===== src/design/sdis_pkg.sv =====
// Package for the SD host interrupt status block: offsets, bit positions, timing, carriers
package sdis_pkg;
   // Register byte offsets
   localparam logic [7:0] SDIS_OFS_FLAGS = 8'h30;
   localparam logic [7:0] SDIS_OFS_SIG_EN = 8'h38;
   localparam logic [7:0] SDIS_OFS_CTRL = 8'h2C;
   localparam logic [7:0] SDIS_OFS_AUTO_STOP = 8'h3C;
   localparam logic [31:0] SDIS_FLAGS_RESET = 32'h0000_0000;
   // Flag bit positions
   localparam int SDIS_B_CMD_DONE = 0;
   localparam int SDIS_B_XFER_DONE = 1;
   localparam int SDIS_B_BLK_PAUSE = 2;
   localparam int SDIS_B_DMA = 3;
   localparam int SDIS_B_WR_RDY = 4;
   localparam int SDIS_B_RD_RDY = 5;
   localparam int SDIS_B_CARD_INT = 8;
   localparam int SDIS_B_ERR_SUM = 15;
   localparam int SDIS_B_CMD_TMO = 16;
   localparam int SDIS_B_CMD_CRC = 17;
   localparam int SDIS_B_CMD_END = 18;
   localparam int SDIS_B_CMD_IDX = 19;
   localparam int SDIS_B_DAT_TMO = 20;
   localparam int SDIS_B_DAT_CRC = 21;
   localparam int SDIS_B_DAT_END = 22;
   localparam int SDIS_B_PWR_LIM = 23;
   localparam int SDIS_B_AUTO_STOP = 24;
   localparam int SDIS_B_BUS_RESP = 28;
   // Control register fields
   localparam int SDIS_B_RST_CMD = 25;
   localparam int SDIS_B_RST_DAT = 26;
   localparam int SDIS_B_WAIT_EXP = 16;
   localparam int SDIS_B_WIDE_BUS = 1;
   // Write-one-to-clear flags (card interrupt and power limit are live)
   localparam logic [31:0] SDIS_W1C_MASK = 32'hF17F_003F;
   localparam logic [31:0] SDIS_SIG_EN_MASK = 32'hF1FF_013F;
   localparam logic [31:0] SDIS_DAT_RST_MASK = 32'h0000_0036;
   // Response wait on the command line, card clock cycles
   localparam int SDIS_RESP_WAIT_CYC = 64;
   localparam logic [3:0] SDIS_WAIT_EXP_BASE = 4'h0;
   localparam int SDIS_WAIT_EXP_OFS = 13;
   localparam logic [3:0] SDIS_WAIT_EXP_MAX = 4'hE;
   // Synchronised events from the command, data and system paths
   typedef struct packed {
      logic resp_end;
      logic resp_auto_stop;
      logic resp_crc_bad;
      logic resp_idx_bad;
      logic resp_end_bit_bad;
      logic cmd_sent_end;
      logic cmd_drive_high;
      logic rd_crc_bad;
      logic rd_end_bit_bad;
      logic [2:0] wr_crc_status;
      logic wr_status_valid;
      logic wr_status_end_bad;
      logic busy_tmo;
      logic auto_stop_skipped;
      logic dma_boundary;
      logic bus_err_resp;
   } sdis_evt_s;
   // Present state levels from the data path
   typedef struct packed {
      logic buf_rd_en;
      logic buf_wr_en;
      logic rd_active;
      logic wr_active;
      logic dat_active;
      logic stop_gap_req;
      logic is_write;
      logic data_wait;
      logic pwr_fail;
      logic [4:0] auto_stop_detail;
   } sdis_lvl_s;
endpackage


===== src/design/sdis_int_status.sv =====
// Interrupt status register block of an SD card host controller
// Notes on behaviour
// Event flags are sticky; write 1 clears, write 0 keeps.
// Bus error response on the data master sets the bus response flag.
// Auto stop detail bit rising, or skipped auto stop, sets its flag.
// Power limit flag is live: one while card power is cut.
// Zero end bit of read data or CRC token sets data end flag.
// Read CRC failure or write status not 010 sets data CRC flag.
// Data wait expiry or busy timeout sets data timeout flag.
// Response index mismatch sets command index flag.
// Response end bit zero sets command end-bit flag.
// Response CRC failure without timeout sets command CRC flag.
// CMD conflict aborts drive and sets command CRC and timeout.
// No response start within 64 card clocks sets command timeout.
// Card interrupt flag ignores write 1; follows card source.
// 1-bit mode sees card interrupt unclocked; 4-bit only in window.
// Clearing card interrupt enable drops latched card state.
// Buffer read/write enable rising sets read/write ready flags.
// DMA boundary reached sets DMA flag.
// Stop-at-gap pending: active state falling sets block pause flag.
// Transfer done on read-active fall (read) or line-active fall (write).
// Response end bit sets command complete, except auto stop.
// Software reads done plus timeout as done; timeout plus complete as bad.
// Data soft reset clears ready, pause and done flags.
// Command soft reset clears command complete.
// Data wait is timeout clock times 2^(13+n); 1111 reserved.
// Interrupt output high while any flag and its signal enable set.
//
// Local design decision: the Wishbone register port.
`timescale 1ns/10ps
`default_nettype none
module sdis_int_status
   import sdis_pkg::*;
#(
   parameter int RESP_WAIT = SDIS_RESP_WAIT_CYC
)
(
   input wire logic clk_i,
   input wire logic rst_i,
   input wire logic wb_cyc_i,
   input wire logic wb_stb_i,
   input wire logic wb_we_i,
   input wire logic [7:0] wb_adr_i,
   input wire logic [3:0] wb_sel_i,
   input wire logic [31:0] wb_dat_i,
   output logic [31:0] wb_dat_o,
   output logic wb_ack_o,
   input wire logic card_bus_clock_i,
   input wire logic cmd_line_i,
   input wire logic card_int_line_i,
   input wire logic timeout_base_tick_i,
   input wire sdis_pkg::sdis_evt_s evt_i,
   input wire sdis_pkg::sdis_lvl_s lvl_i,
   output logic cmd_abort_o,
   output logic data_path_soft_reset_o,
   output logic command_path_soft_reset_o,
   output logic irq_o
);
   import sdis_pkg::*;

   typedef struct packed {
      logic [31:0] flags;
      logic [31:0] sig_en;
      logic [31:0] ctrl;
      logic [31:0] rdata;
      logic ack;
      logic [2:0] clk_sync;
      logic [2:0] cmd_sync;
      logic [2:0] int_sync;
      logic clk_prev;
      logic cmd_stable;
      logic int_stable;
      logic int_latch;
      logic [7:0] resp_cnt;
      logic resp_wait;
      logic check_cmd;
      logic [27:0] dat_cnt;
      sdis_lvl_s lvl_prev;
      logic abort;
      logic irq;
   } sdis_state_s;

   sdis_state_s s_q;
   sdis_state_s s_d;

   // Mask byte lanes of a write
   function automatic logic [31:0] sdis_lanes(input logic [3:0] sel);
      sdis_lanes = {{8{sel[3]}}, {8{sel[2]}}, {8{sel[1]}}, {8{sel[0]}}};
   endfunction

   // Card clock rising edge, from the agreeing synchroniser stages
   logic sd_rise;
   logic wb_req;
   logic [31:0] wmask;
   logic [31:0] set_v;
   logic [31:0] clr_v;
   logic [27:0] dat_limit;
   logic [4:0] exp_v;
   logic cmd_src;

   // Next state
   always_comb
   begin
      s_d = s_q;
      set_v = 32'h0000_0000;
      clr_v = 32'h0000_0000;
      wb_req = wb_cyc_i && wb_stb_i && !s_q.ack;
      wmask = sdis_lanes(wb_sel_i) & wb_dat_i;
      cmd_src = 1'b0;
      // Synchronisers: stage 0 feeds stage 1 only
      s_d.clk_sync = {s_q.clk_sync[1:0], card_bus_clock_i};
      s_d.cmd_sync = {s_q.cmd_sync[1:0], cmd_line_i};
      s_d.int_sync = {s_q.int_sync[1:0], ~card_int_line_i};
      if (s_q.clk_sync[1] == s_q.clk_sync[2])
      begin
         s_d.clk_prev = s_q.clk_sync[2];
      end
      if (s_q.cmd_sync[1] == s_q.cmd_sync[2])
      begin
         s_d.cmd_stable = s_q.cmd_sync[2];
      end
      if (s_q.int_sync[1] == s_q.int_sync[2])
      begin
         s_d.int_stable = s_q.int_sync[2];
      end
      sd_rise = (s_q.clk_sync[1] == s_q.clk_sync[2]) && s_q.clk_sync[2] && !s_q.clk_prev;
      // Command line conflict: high driven, low seen at next card clock edge
      s_d.abort = 1'b0;
      if (evt_i.cmd_drive_high)
      begin
         s_d.check_cmd = 1'b1;
      end
      if (s_q.check_cmd && sd_rise)
      begin
         s_d.check_cmd = 1'b0;
         if (!s_q.cmd_stable)
         begin
            s_d.abort = 1'b1;
            set_v[SDIS_B_CMD_CRC] = 1'b1;
            set_v[SDIS_B_CMD_TMO] = 1'b1;
            s_d.resp_wait = 1'b0;
         end
      end
      // Response wait counter in card clocks
      if (evt_i.cmd_sent_end)
      begin
         s_d.resp_wait = 1'b1;
         s_d.resp_cnt = 8'h00;
      end
      else if (s_q.resp_wait && !s_q.cmd_stable)
      begin
         s_d.resp_wait = 1'b0; // Start bit seen
      end
      else if (s_q.resp_wait && sd_rise)
      begin
         s_d.resp_cnt = s_q.resp_cnt + 8'h01;
         if (s_q.resp_cnt == 8'(RESP_WAIT - 1))
         begin
            set_v[SDIS_B_CMD_TMO] = 1'b1;
            s_d.resp_wait = 1'b0;
         end
      end
      // Data wait: timeout base ticks against 2^(13+n)
      exp_v = 5'(s_q.ctrl[SDIS_B_WAIT_EXP +: 4]) + 5'(SDIS_WAIT_EXP_OFS);
      dat_limit = 28'h000_0001 << exp_v;
      if (!lvl_i.data_wait)
      begin
         s_d.dat_cnt = 28'h000_0000;
      end
      else if (timeout_base_tick_i && s_q.ctrl[SDIS_B_WAIT_EXP +: 4] <= SDIS_WAIT_EXP_MAX)
      begin
         s_d.dat_cnt = s_q.dat_cnt + 28'h000_0001;
         if (s_q.dat_cnt == dat_limit - 28'h000_0001)
         begin
            set_v[SDIS_B_DAT_TMO] = 1'b1;
         end
      end
      // Command response events
      if (evt_i.resp_end)
      begin
         if (!evt_i.resp_auto_stop)
         begin
            set_v[SDIS_B_CMD_DONE] = 1'b1;
            set_v[SDIS_B_CMD_IDX] = evt_i.resp_idx_bad;
            set_v[SDIS_B_CMD_END] = evt_i.resp_end_bit_bad;
            set_v[SDIS_B_CMD_CRC] = set_v[SDIS_B_CMD_CRC] | (evt_i.resp_crc_bad && !s_q.flags[SDIS_B_CMD_TMO]);
         end
      end
      // Data path errors
      set_v[SDIS_B_DAT_END] = evt_i.rd_end_bit_bad || (evt_i.wr_status_valid && evt_i.wr_status_end_bad);
      set_v[SDIS_B_DAT_CRC] = evt_i.rd_crc_bad || (evt_i.wr_status_valid && evt_i.wr_crc_status != 3'b010);
      set_v[SDIS_B_DAT_TMO] = set_v[SDIS_B_DAT_TMO] | evt_i.busy_tmo;
      set_v[SDIS_B_BUS_RESP] = evt_i.bus_err_resp;
      set_v[SDIS_B_DMA] = evt_i.dma_boundary;
      set_v[SDIS_B_AUTO_STOP] = evt_i.auto_stop_skipped ||
         |(lvl_i.auto_stop_detail & ~s_q.lvl_prev.auto_stop_detail);
      // Level edges from the data path
      set_v[SDIS_B_RD_RDY] = lvl_i.buf_rd_en && !s_q.lvl_prev.buf_rd_en;
      set_v[SDIS_B_WR_RDY] = lvl_i.buf_wr_en && !s_q.lvl_prev.buf_wr_en;
      if (lvl_i.stop_gap_req)
      begin
         set_v[SDIS_B_BLK_PAUSE] = lvl_i.is_write ? (!lvl_i.wr_active && s_q.lvl_prev.wr_active)
            : (!lvl_i.dat_active && s_q.lvl_prev.dat_active);
      end
      set_v[SDIS_B_XFER_DONE] = lvl_i.is_write ? (!lvl_i.dat_active && s_q.lvl_prev.dat_active)
         : (!lvl_i.rd_active && s_q.lvl_prev.rd_active);
      s_d.lvl_prev = lvl_i;
      // Card interrupt source, sampled per bus width
      if (s_q.ctrl[SDIS_B_WIDE_BUS])
      begin
         cmd_src = s_q.int_stable && !lvl_i.dat_active;
      end
      else
      begin
         cmd_src = s_q.int_stable;
      end
      s_d.int_latch = s_q.sig_en[SDIS_B_CARD_INT] && cmd_src;
      // Bus access: ack one cycle after the request is seen
      s_d.ack = wb_req;
      if (wb_req && wb_we_i)
      begin
         unique case (wb_adr_i)
            SDIS_OFS_FLAGS: clr_v = wmask & SDIS_W1C_MASK;
            SDIS_OFS_SIG_EN: s_d.sig_en = ((s_q.sig_en & ~sdis_lanes(wb_sel_i))
               | (wb_dat_i & sdis_lanes(wb_sel_i))) & SDIS_SIG_EN_MASK;
            SDIS_OFS_CTRL: s_d.ctrl = (s_q.ctrl & ~sdis_lanes(wb_sel_i)) | (wb_dat_i & sdis_lanes(wb_sel_i));
            default: ;
         endcase
      end
      s_d.rdata = 32'h0000_0000;
      if (wb_req && !wb_we_i)
      begin
         unique case (wb_adr_i)
            SDIS_OFS_FLAGS: s_d.rdata = s_q.flags;
            SDIS_OFS_SIG_EN: s_d.rdata = s_q.sig_en;
            SDIS_OFS_CTRL: s_d.rdata = s_q.ctrl;
            SDIS_OFS_AUTO_STOP: s_d.rdata = {27'h000_0000, lvl_i.auto_stop_detail};
            default: s_d.rdata = 32'h0000_0000;
         endcase
      end
      // Soft resets: hold one cycle, then self-clear
      if (s_q.ctrl[SDIS_B_RST_DAT])
      begin
         s_d.ctrl[SDIS_B_RST_DAT] = 1'b0;
         clr_v = clr_v | SDIS_DAT_RST_MASK;
         s_d.dat_cnt = 28'h000_0000;
      end
      if (s_q.ctrl[SDIS_B_RST_CMD])
      begin
         s_d.ctrl[SDIS_B_RST_CMD] = 1'b0;
         clr_v[SDIS_B_CMD_DONE] = 1'b1;
         s_d.resp_wait = 1'b0;
         s_d.check_cmd = 1'b0;
      end
      // Sticky flags: set wins over clear
      s_d.flags = ((s_q.flags & ~clr_v) | set_v) & SDIS_W1C_MASK;
      s_d.flags[SDIS_B_PWR_LIM] = lvl_i.pwr_fail;
      s_d.flags[SDIS_B_CARD_INT] = s_q.int_latch;
      // Summary follows the new error bits in the same cycle, never a stale word
      s_d.flags[SDIS_B_ERR_SUM] = |(s_d.flags[31:16]);
      s_d.irq = |(s_q.flags & s_q.sig_en);
   end

   // State register
   always_ff @(posedge clk_i)
   begin
      if (rst_i)
      begin
         s_q <= '0;
      end
      else
      begin
         s_q <= s_d;
      end
   end

   // Outputs straight from flip-flops
   assign wb_dat_o = s_q.rdata;
   assign wb_ack_o = s_q.ack;
   assign cmd_abort_o = s_q.abort;
   assign data_path_soft_reset_o = s_q.ctrl[SDIS_B_RST_DAT];
   assign command_path_soft_reset_o = s_q.ctrl[SDIS_B_RST_CMD];
   assign irq_o = s_q.irq;
endmodule
`default_nettype wire


===== config.mk =====
export PLATFORM = sky130hd
export DESIGN_NAME = sdis_int_status
export DESIGN_NICKNAME = d
export VERILOG_FILES = /design/src/design/sdis_pkg.sv /design/src/design/sdis_int_status.sv
export SDC_FILE = /design/constraint.sdc
export NUM_CORES = 1
export LEC_CHECK = 0
export BUFFER_PORTS_ARGS = -buffer_cell sky130_fd_sc_hd__buf_2
export CAP_MARGIN = 25
export CELL_PAD_IN_SITES_DETAIL_PLACEMENT = 2
export CELL_PAD_IN_SITES_GLOBAL_PLACEMENT = 2
export CORE_MARGIN = 2
export CORE_UTILIZATION = 37
export CTS_CLUSTER_DIAMETER = 60
export DETAILED_ROUTE_END_ITERATION = 7
export PLACE_DENSITY_LB_ADDON = 0.1
export SYNTH_ARGS = -nofsm -noshare
export SYNTH_HDL_FRONTEND = slang
export SYNTH_SLANG_ARGS = --single-unit

===== constraint.sdc =====
create_clock -name clk_i -period 3.2 [get_ports clk_i]
set_clock_uncertainty 0.1 [all_clocks]
set_input_delay 0.32 -clock clk_i [delete_from_list [all_inputs] [get_ports clk_i]]
set_output_delay 0.32 -clock clk_i [all_outputs]
set_load 0.02 [all_outputs]

==> results of run 1 <==
-- through the flow --
step	utilization	power, W	instance area [um2]	hold slack [ps]	worst slack (ps)
floorplan	-	0.002286	7436	286.7	1276
global placement	0.4104	0.002393	8039	328.6	652.9
detailed placement	0.4104	0.002402	8039	347.4	550.6
CTS	0.4429	0.004447	8676	1.230	672.6
global route	0.4429	0.004556	8676	16.59	446.1
finish	0.4429	0.004396	8676	10.51	684.0
-- critical path, stage by stage, from the launching register on --
cell	delay (ps)
dfxtp_1	320
and4b_1	640
nand4_1	420
o21ai_0	260
nand3_1	140
o41ai_2	370
o211ai_1	120
-- synthesized netlist by cell type (5+ instances only) --
master,n
a211oi_1,5
a21oi_1,58
a221oi_1,9
a222oi_1,7
a22o_1,5
a22oi_1,13
a31oi_1,8
and2_1,7
and3_1,30
and4_1,5
buf_1,5
buf_2,11
buf_4,33
clkbuf_1,27
dfxtp_1,169
inv_1,21
mux2i_1,33
nand2_1,100
nand3_1,21
nand4_1,21
nor2_1,101
nor2b_1,25
nor3_1,6
o21ai_0,18
xnor2_1,17
xor2_1,20
-- kinds of logic after synthesis --
group,share of synthesized area
compound gates,0.1330
xor+xnor,0.04360
simple gates,0.2460
buf+inv,0.06751
mux,0.04747
fa+ha+maj,0.006734
other cells,0.0005046
flops,0.4552
-- metal layers --
metal	global-route usage	share of wire	routed length, um	up-vias
met3	0.03918	0.042	1055	42
met4	0.08971	0.026	655	0
li1	-	-	-	3108
met1	0.2859	0.42	10540	3336
met5	0	0	0	-
met2	0.4255	0.51	12840	158
-- final timing paths --
kind | from | end
worst max-delay path | wb_ack_o | s_q[179]
worst min-delay path | evt_i[1] | s_q[167]
worst max register to register | wb_ack_o | s_q[179]
worst min register to register | register | register
-- layout make-up --
| cell class | count | area, um2 |
|---|---|---|
| timing repair buffer | 137 | 740.7 |
| inverter | 21 | 78.83 |
| sequential | 169 | 3383 |
| multi-input combinational | 583 | 3565 |
| tap | 265 | 331.6 |
| clock inverter | 14 | 137.6 |
| fill | 2209 | 10910 |
| clock buffer | 18 | 439.2 |
-- power by group through the flow --
stage               combinational (W)  clock [W]  sequential (W)
detailed placement           0.000201          0         0.00220
floorplan                   0.0000940          0         0.00219
global placement             0.000193          0         0.00220
CTS                          0.000208    0.00209         0.00215
finish                       0.000208    0.00203         0.00215
global route                 0.000229    0.00217         0.00216
-- what timing repair did --
action	4_1_cts	5_1_grt
hold endpoints to repair	6	0
resized for setup	0	0
hold buffers	6	0
-- cell usage in the layout (no fill, tap or decap), drive strengths merged, types with 9 or more instances in the layout --
cell	instances
nand4	21
nor3	9
xor2	20
nor2b	25
mux2i	33
nand2	101
a221oi	9
xnor2	17
a22oi	13
clkbuf	18
and3	30
nor2	102
inv	26
o21ai	18
a21oi	58
buf	131
nand3	21
dfxtp	169
==> flow_summary_export.csv, run 1 <==
group,metric,value,unit
worst_hold_path,min_path_cells,3,
clocking,clock_latency,440,ps
sta,rsz0062_at_grt,"no",
yosys,ys.flop_type,"dfxtp_1",
critical_path,worstPathRequired,3400,ps
die,die_y,145.7,um
yosys,synthCells,848,
run,cap_violations,0,
critical_path,crit_path_start_kind,"register",
clocking,post_cts.repair.setup_buffers,0,
grt,grt_max_degree,59,
routing,firstDrtPassIters,5,
routing,antenna_left,0,
yosys,yosysUniqueCellTypes,67,
finish,n_antenna_cell,0,
sta,max_slew_margin,0.2993,
sta,drv_slew,0,
routing,vias,6644,
finish,area_delta_synth_final,16.73,%
die,initial_core_util,0.3794,
power,comb_power_share,0.047,
critical_path,endpoint_kind,"register",
clocking,clk_pin_slew_worst_paths,70,ps
yosys,synth_edf_count,0,
power,p_per_area,506.7,nW/um2
finish,drive_gt1_frac,0.1921,
power,p_sw,0.001071,W
clocking,clockRootBuffer,"clkbuf_16",
clocking,cts_inserted_buffers,17,
sta,finalCritPeriodShare,0.7862,
power,p_sw_frac,0.2437,
die,coreArea,19590,um2
routing,via_per_inst,5.505,
finish,fin_nets,1018,
yosys,ys_ff_latch,169,
yosys,yosysTopAreaCell,"dfxtp_1",
clocking,cts_tree,"built",
yosys,synth_top_area_share,0.4552,
power,p_leak,3.264,nW
grt,grt-ovfl-total,0,
sta,worst_slew_pin_slew,1051,ps
grt,grt_pass1_vias,7176,
die,rows,51,
place,place_congestion,0.8280,
place,numPortBuffers,121,
routing,drt-initial-drc-count,342,
critical_path,path_class,"register to register",
grt,grt_first_pass_wirelength,39660,um
die,die_area,21240,um2
routing,wl_per_cell,20.78,um
clocking,clockBufferDepth,2,
critical_path,worstPathArrival,2710,ps
critical_path,crit_fanout,15,
power,ir_worst_vdd,0.0003635,V
die,die_w,145.7,um
power,p_clk_frac,0.463,
routing,wl,25090,um
sta,finalHoldViolCount,0,
die,io-pin-count,122,
yosys,synth-async-reset-ratio,0,
sta,setup_tns,0,ps
power,pwr-share-seq,0.490,
clocking,htree_levels,4,
routing,drcViolationCount,0,
yosys,synth_area,7432,um2
yosys,syn_area_per_cell,8.764,um2
critical_path,r2r_cells,6,
sta,timing.fmax,0.3975,GHz
yosys,ys_warn_count,0,
place,placedCellCount,1169,
critical_path,ff2ff_setup_slack,680,ps
clocking,cts_sinks,169,
power,power.internal,0.003324,W
yosys,ys_top_cells_by_area,"dfxtp_1 (46%), nor2_1 (5.1%), nand2_1 (5.1%)",
worst_hold_path,hold_class,"input port to register",
finish,stdcell_count,1207,
sta,setup_viol,0,
place,dp_hpwl,18260,um
run_status,status,"complete, no violations",
yosys,ys_seq_area_frac,0.4552,
grt,track_usage,0.2379,
sta,fin_crit,2516,ps
grt,antenna_found_initial,0,
(Power assumes the default switching activity.)
==> run 2, diff against run 1 <==
ABC_AREA = 1   (was not set)
CORE_UTILIZATION = 29   (was 37)
clock period = 2.1 ns   (was 3.2 ns; I/O delays follow)
==> run 2 against run 1 <==
Effect of this change:
- non-clock buffer count rose by 75
- final cell count rose by 32%
- clock power rose by 65%
- synthesized cell count rose by 26%
- worst setup slack got worse by 560 ps
- cell area rose by 14%
==> flow_summary_export.csv, run 2 <==
group,metric,value,unit
run_status,status,"complete, no violations",
critical_path,worstPathCellList,"clkinv_1, nor2_2, nor2_8, nand4_4, nor3_4, buf_4, nand3_2, nor3_1, nor3_2",
power,p_leak,4.081,nW
yosys,ys.flop_type,"dfxtp_1",
sta,rsz0062_at_grt,"yes",
yosys,yosysTopAreaCell,"dfxtp_1",
routing,firstDrtPassIters,4,
clocking,clockBufferDepth,2,
critical_path,crit_fanout,5,
die,io-pin-count,122,
finish,drive_gt1_frac,0.1995,
clocking,cts_tree,"built",
finish,final.fill_count,3166,
routing,wl,29330,um
sta,setup_tns,0,ps
sta,max_slew_margin,0.6432,
yosys,yosysMostFrequentCell,"nand2_1",
die,initial_core_util,0.2929,
sta,worst_slew_pin_slew,530.3,ps
yosys,synth_area,7805,um2
routing,drt-initial-drc-count,266,
sta,setup_viol,0,
critical_path,path_class,"register to register",
yosys,ys_seq_area_frac,0.4335,
critical_path,endpoint_kind,"register",
yosys,yosysUniqueCellTypes,53,
grt,grt_first_pass_wirelength,45990,um
sta,timing.fmax,0.5057,GHz
worst_hold_path,hold_class,"input port to register",
routing,via_per_inst,4.795,
sta,holdWs,1.097,ps
yosys,ys_top_cells_by_area,"dfxtp_1 (43%), nand2_1 (11%), inv_1 (6.3%)",
power,p_per_area,710.6,nW/um2
grt,antenna_found_initial,1,
critical_path,worstPathArrival,2200,ps
place,place_congestion,0.7927,
critical_path,worstPathRequired,2320,ps
finish,mostFrequentLayoutCell,"nand2_1",
routing,wl_per_cell,18.44,um
critical_path,ff2ff_setup_slack,120,ps
yosys,synth_edf_count,0,
critical_path,max_stage_delay,360,ps
sta,finalCritPeriodShare,0.9417,
power,ir_worst_vdd,0.0004330,V
die,rows,60,
finish,area_delta_synth_final,26.88,%
grt,grt_pass1_vias,8208,
sta,drv_slew,0,
die,coreArea,26650,um2
clocking,cts_inserted_buffers,17,
sta,finalHoldViolCount,0,
routing,drcViolationCount,0,
clocking,htree_levels,4,
clocking,cts_sinks,169,
yosys,ys_warn_count,0,
yosys,synth-async-reset-ratio,0,
grt,track_usage,0.2113,
critical_path,crit_path_start_kind,"register",
routing,antenna_left,0,
place,dp_hpwl,22030,um
yosys,syn_area_per_cell,7.301,um2
place,pre_cts_ws,78.20,ps
critical_path,crit_slowest_cell,"dfxtp_1",
sta,worst_slack,122.4,ps
clocking,clk_pin_slew_worst_paths,80,ps
place,numPortBuffers,121,
finish,fin_nets,1324,
die,die_area,28240,um2
die,die_y,168.1,um
yosys,synth_top_area_share,0.4335,
yosys,synthCells,1069,
yosys,synthTopCellsByCount,"nand2_1 (233), dfxtp_1 (169), inv_1 (130)",
grt,grt_max_degree,44,
clocking,clockRootBuffer,"clkbuf_16",
yosys,ys_ff_latch,169,
finish,utilization,0.3716,
die,die_w,168.1,um
sta,fin_crit,1978,ps
finish,layout_common_cells,"nand2_1 (232), dfxtp_1 (166), inv_1 (130)",
routing,vias,7624,
run,cap_violations,0,
grt,grt-ovfl-total,0,
clocking,clock_latency,440,ps
-- run 2: timing repair --
item	4_1_cts	5_1_grt
hold endpoints to repair	49	0
endpoints found under the setup margin	1	7
setup buffers	0	4
hold buffers	44	0
pin swaps	0	1
gates resized for setup	1	15
-- run 2: worst paths after layout --
check	cells past startpoint	from	endpoint
setup / recovery	9	register	s_q[37]
hold / removal	3	wb_dat_i[13]	register
hold reg to reg	2	s_d[65]	s_d[66]
setup reg to reg	9	register	s_q[37]
-- run 2: critical path: cells and delay by family (launching register included) --
kind	cells	cell delay (ps)
and+or+nand+nor	7	1070
DFF	1	360
buffers and inverters	2	330
-- run 2: routing by layer --
metal  routed length, um  vias to the layer above  share of wire  GRT usage
met1               12940                     3734           0.44     0.2548
met3                 675                       21          0.023    0.03150
met4                 432                        0          0.015    0.05247
met5                   0                        -              0          0
met2               15280                       92           0.52     0.3933
li1                    -                     3777              -          -
-- run 2: report_power, final --
part | switching, W | internal [W]
logic | 0.000241 | 0.000180
registers | 0.0000300 | 0.00325
clock network | 0.00160 | 0.00174
total | 0.00187 | 0.00516
-- run 2: per-stage QoR --
step                      power (W)  cell area (um2)  std cells
after global placement     0.003697             8751       1509
final                      0.007037             9903       1590
after global routing       0.007311             9901       1589
after floorplan            0.003515             7809       1070
after detailed placement   0.003705             8751       1509
after CTS                  0.007121             9823       1585
-- run 2: logic make-up after synthesis --
family,synth area share
flip-flops,0.4335
XOR/XNOR,0.01186
buffers and inverters,0.1181
AO/OA/AOI/OAI,0.1430
AND/OR/NAND/NOR,0.2866
other,0.0004805
adder cells (fa/ha/maj),0.006413
-- run 2: layout make-up --
type	count	area [um2]	share of cell area
flip-flops and latches	169	3387	0.3420
diodes	1	2.502	0.0002527
repair buffers	212	1399	0.1413
clock inverters	15	200.2	0.02021
inverters	135	509.2	0.05142
well taps	341	426.7	0.04308
clock buffers	17	425.4	0.04296
multi-input cells	700	3553	0.3588
==> run 3, diff against run 2 <==
CAP_MARGIN = 20   (was 25)
MAX_ROUTING_LAYER = met4   (was not set)
==> run 3 against run 2 <==
Effect of this change:
- non-clock buffer count did not move
- critical endpoint is now s_q[32]
- sequential power is essentially flat
- sequential share of layout area did not move
- cell area unchanged
- final cell count stayed put
- first-iteration DRC count fell by 12%
- routed wire length grew 0.36%
- global-route usage rose by 0.66 points
==> flow_summary_export.csv, run 3 (synthesized netlist as in run 2, its figures left out) <==
group,metric,value,unit
place,dp_hpwl,22030,um
routing,vias,7665,
routing,wl,29430,um
sta,timing.fmax,0.5080,GHz
critical_path,max_stage_delay,410,ps
die,io-pin-count,122,
worst_hold_path,min_path_cells,3,
critical_path,worstPathCellList,"clkinv_1, o21ai_2, nor3_4, nand3_2, nor2_4, buf_4, nand3_1, xor2_1, nor2_1",
finish,seq_area,3387,um2
sta,worst_slew_pin_slew,580.7,ps
routing,antenna_left,0,
grt,grt_max_degree,44,
routing,drt-initial-drc-count,233,
finish,drive_gt1_frac,0.1995,
finish,multi_input_area,3553,um2
power,p_sw_frac,0.2675,
power,ir_worst_vdd,0.0004339,V
critical_path,crit_fanout,5,
finish,stdcell_count,1590,
critical_path,reg2reg_to,"s_q[32]",
routing,firstDrtPassIters,4,
grt,antenna_found_initial,1,
critical_path,r2r_cells,9,
finish,fin_nets,1324,
critical_path,path_class,"register to register",
finish,fin_area,9903,um2
sta,max_slew_margin,0.6093,
critical_path,endpoint_kind,"register",
grt,grt_first_pass_wirelength,46000,um
die,rows,60,
power,power.internal,0.005162,W
finish,layout_common_cells,"nand2_1 (232), dfxtp_1 (166), inv_1 (130)",
sta,setup_viol,0,
clocking,htree_levels,4,
power,p_clk_frac,0.475,
critical_path,ff2ff_setup_slack,130,ps
place,place_congestion,0.8039,
grt,grt-ovfl-total,0,
place,pre_cts_ws,78.20,ps
critical_path,worstPathArrival,2180,ps
place,numPortBuffers,121,
routing,drcViolationCount,0,
clocking,clock_latency,440,ps
routing,via_per_inst,4.821,
finish,final.fill_count,3168,
clocking,clk_pin_slew_worst_paths,80,ps
critical_path,worstPathRequired,2320,ps
grt,grt_pass1_vias,8200,
sta,rsz0062_at_grt,"yes",
run,cap_violations,0,
critical_path,crit_path_start_kind,"register",
routing,wl_per_cell,18.51,um
critical_path,worst-path-buf-inv,2,
critical_path,crit_slowest_cell,"dfxtp_1",
clocking,cts_sinks,169,
worst_hold_path,hold_class,"input port to register",
die,coreArea,26650,um2
die,initial_core_util,0.2929,
run_status,status,"complete, no violations",
grt,track_usage,0.2179,
sta,worst_slack,131.6,ps
finish,mostFrequentLayoutCell,"nand2_1",
sta,fin_crit,1968,ps
critical_path,path_delay_family,"simple AND/OR/NAND/NOR gates",
place,dpl_cell_area,8751,um2
finish,area_delta_synth_final,26.88,%
finish,utilization,0.3716,
power,pwr-share-seq,0.465,
worst_hold_path,worstHoldStart,"wb_dat_i[13]",
sta,finalCritPeriodShare,0.9373,
power,comb_power_share,0.060,
die,die_area,28240,um2
power,p_leak,4.081,nW
place,placedCellCount,1509,
sta,drv_slew,0,
clocking,cts_inserted_buffers,17,
clocking,cts_tree,"built",
clocking,clockRootBuffer,"clkbuf_16",
power,p_sw,0.001885,W
clocking,clockBufferDepth,2,
die,die_y,168.1,um
die,die_w,168.1,um
sta,finalHoldViolCount,0,
power,p_per_area,711.6,nW/um2
## run 3: worst register-to-register path, cell delays in order (launching register included)
cell      delay [ps]
dfxtp_1          410
clkinv_1         250
o21ai_2          390
nor3_4            80
nand3_2          130
nor2_4            60
buf_4            140
nand3_1           80
xor2_1           150
nor2_1            60
## run 3: metal layers
layer / up-vias / GRT usage / routed length (um)
met5: - / - / 0
met4: 0 / 0.05247 / 445
met3: 25 / 0.03103 / 638
met2: 105 / 0.3936 / 15300
met1: 3758 / 0.2557 / 13050
li1: 3777 / - / -
## run 3: power by group through the flow
stage / combinational (W) / clock, W / sequential [W]
final: 0.000422 / 0.00335 / 0.00328
after global routing: 0.000471 / 0.00357 / 0.00328
after CTS: 0.000417 / 0.00343 / 0.00328
after detailed placement: 0.000354 / 0 / 0.00335
after global placement: 0.000348 / 0 / 0.00335
after floorplan: 0.000175 / 0 / 0.00334
## run 3: cell type report
class                      instances  share of cell area
inverter                         135             0.05142
tap                              341             0.04308
timing repair buffer             212              0.1413
antenna                            1           0.0002527
multi-input combinational        700              0.3588
clock buffer                      17             0.04296
clock inverter                    15             0.02021
sequential                       169              0.3420
## run 3: through the flow
stage | TNS [ps] | hold WS [ps] | power [W]
after CTS | 0 | 5.037 | 0.007121
final | 0 | 0.2319 | 0.007048
after global routing | -38.35 | 9.271 | 0.007325
after detailed placement | 0 | 264.7 | 0.003705
after floorplan | 0 | 176.7 | 0.003515
after global placement | 0 | 260.1 | 0.003697
## run 3: worst max-delay path by stage
stage	end	cells after the start	slack, ps	startpoint
floorplan	s_q[53]	12	350	s_q[66]
global placement	s_q[53]	12	140	s_d[66]
detailed placement	register	10	80	wb_adr_i[1]
CTS	s_q[41]	9	30	register
global route	s_q[37]	9	-20	register
finish	s_q[32]	9	130	register
## run 3: timing repair
action / 4_1_cts / 5_1_grt
hold buffers: 44 / 0
pin swaps: 0 / 1
buffers inserted: 0 / 4
gates cloned: 0 / 0
setup endpoints to repair: 1 / 7
endpoints found under the hold margin: 49 / 0
resized for setup: 1 / 15
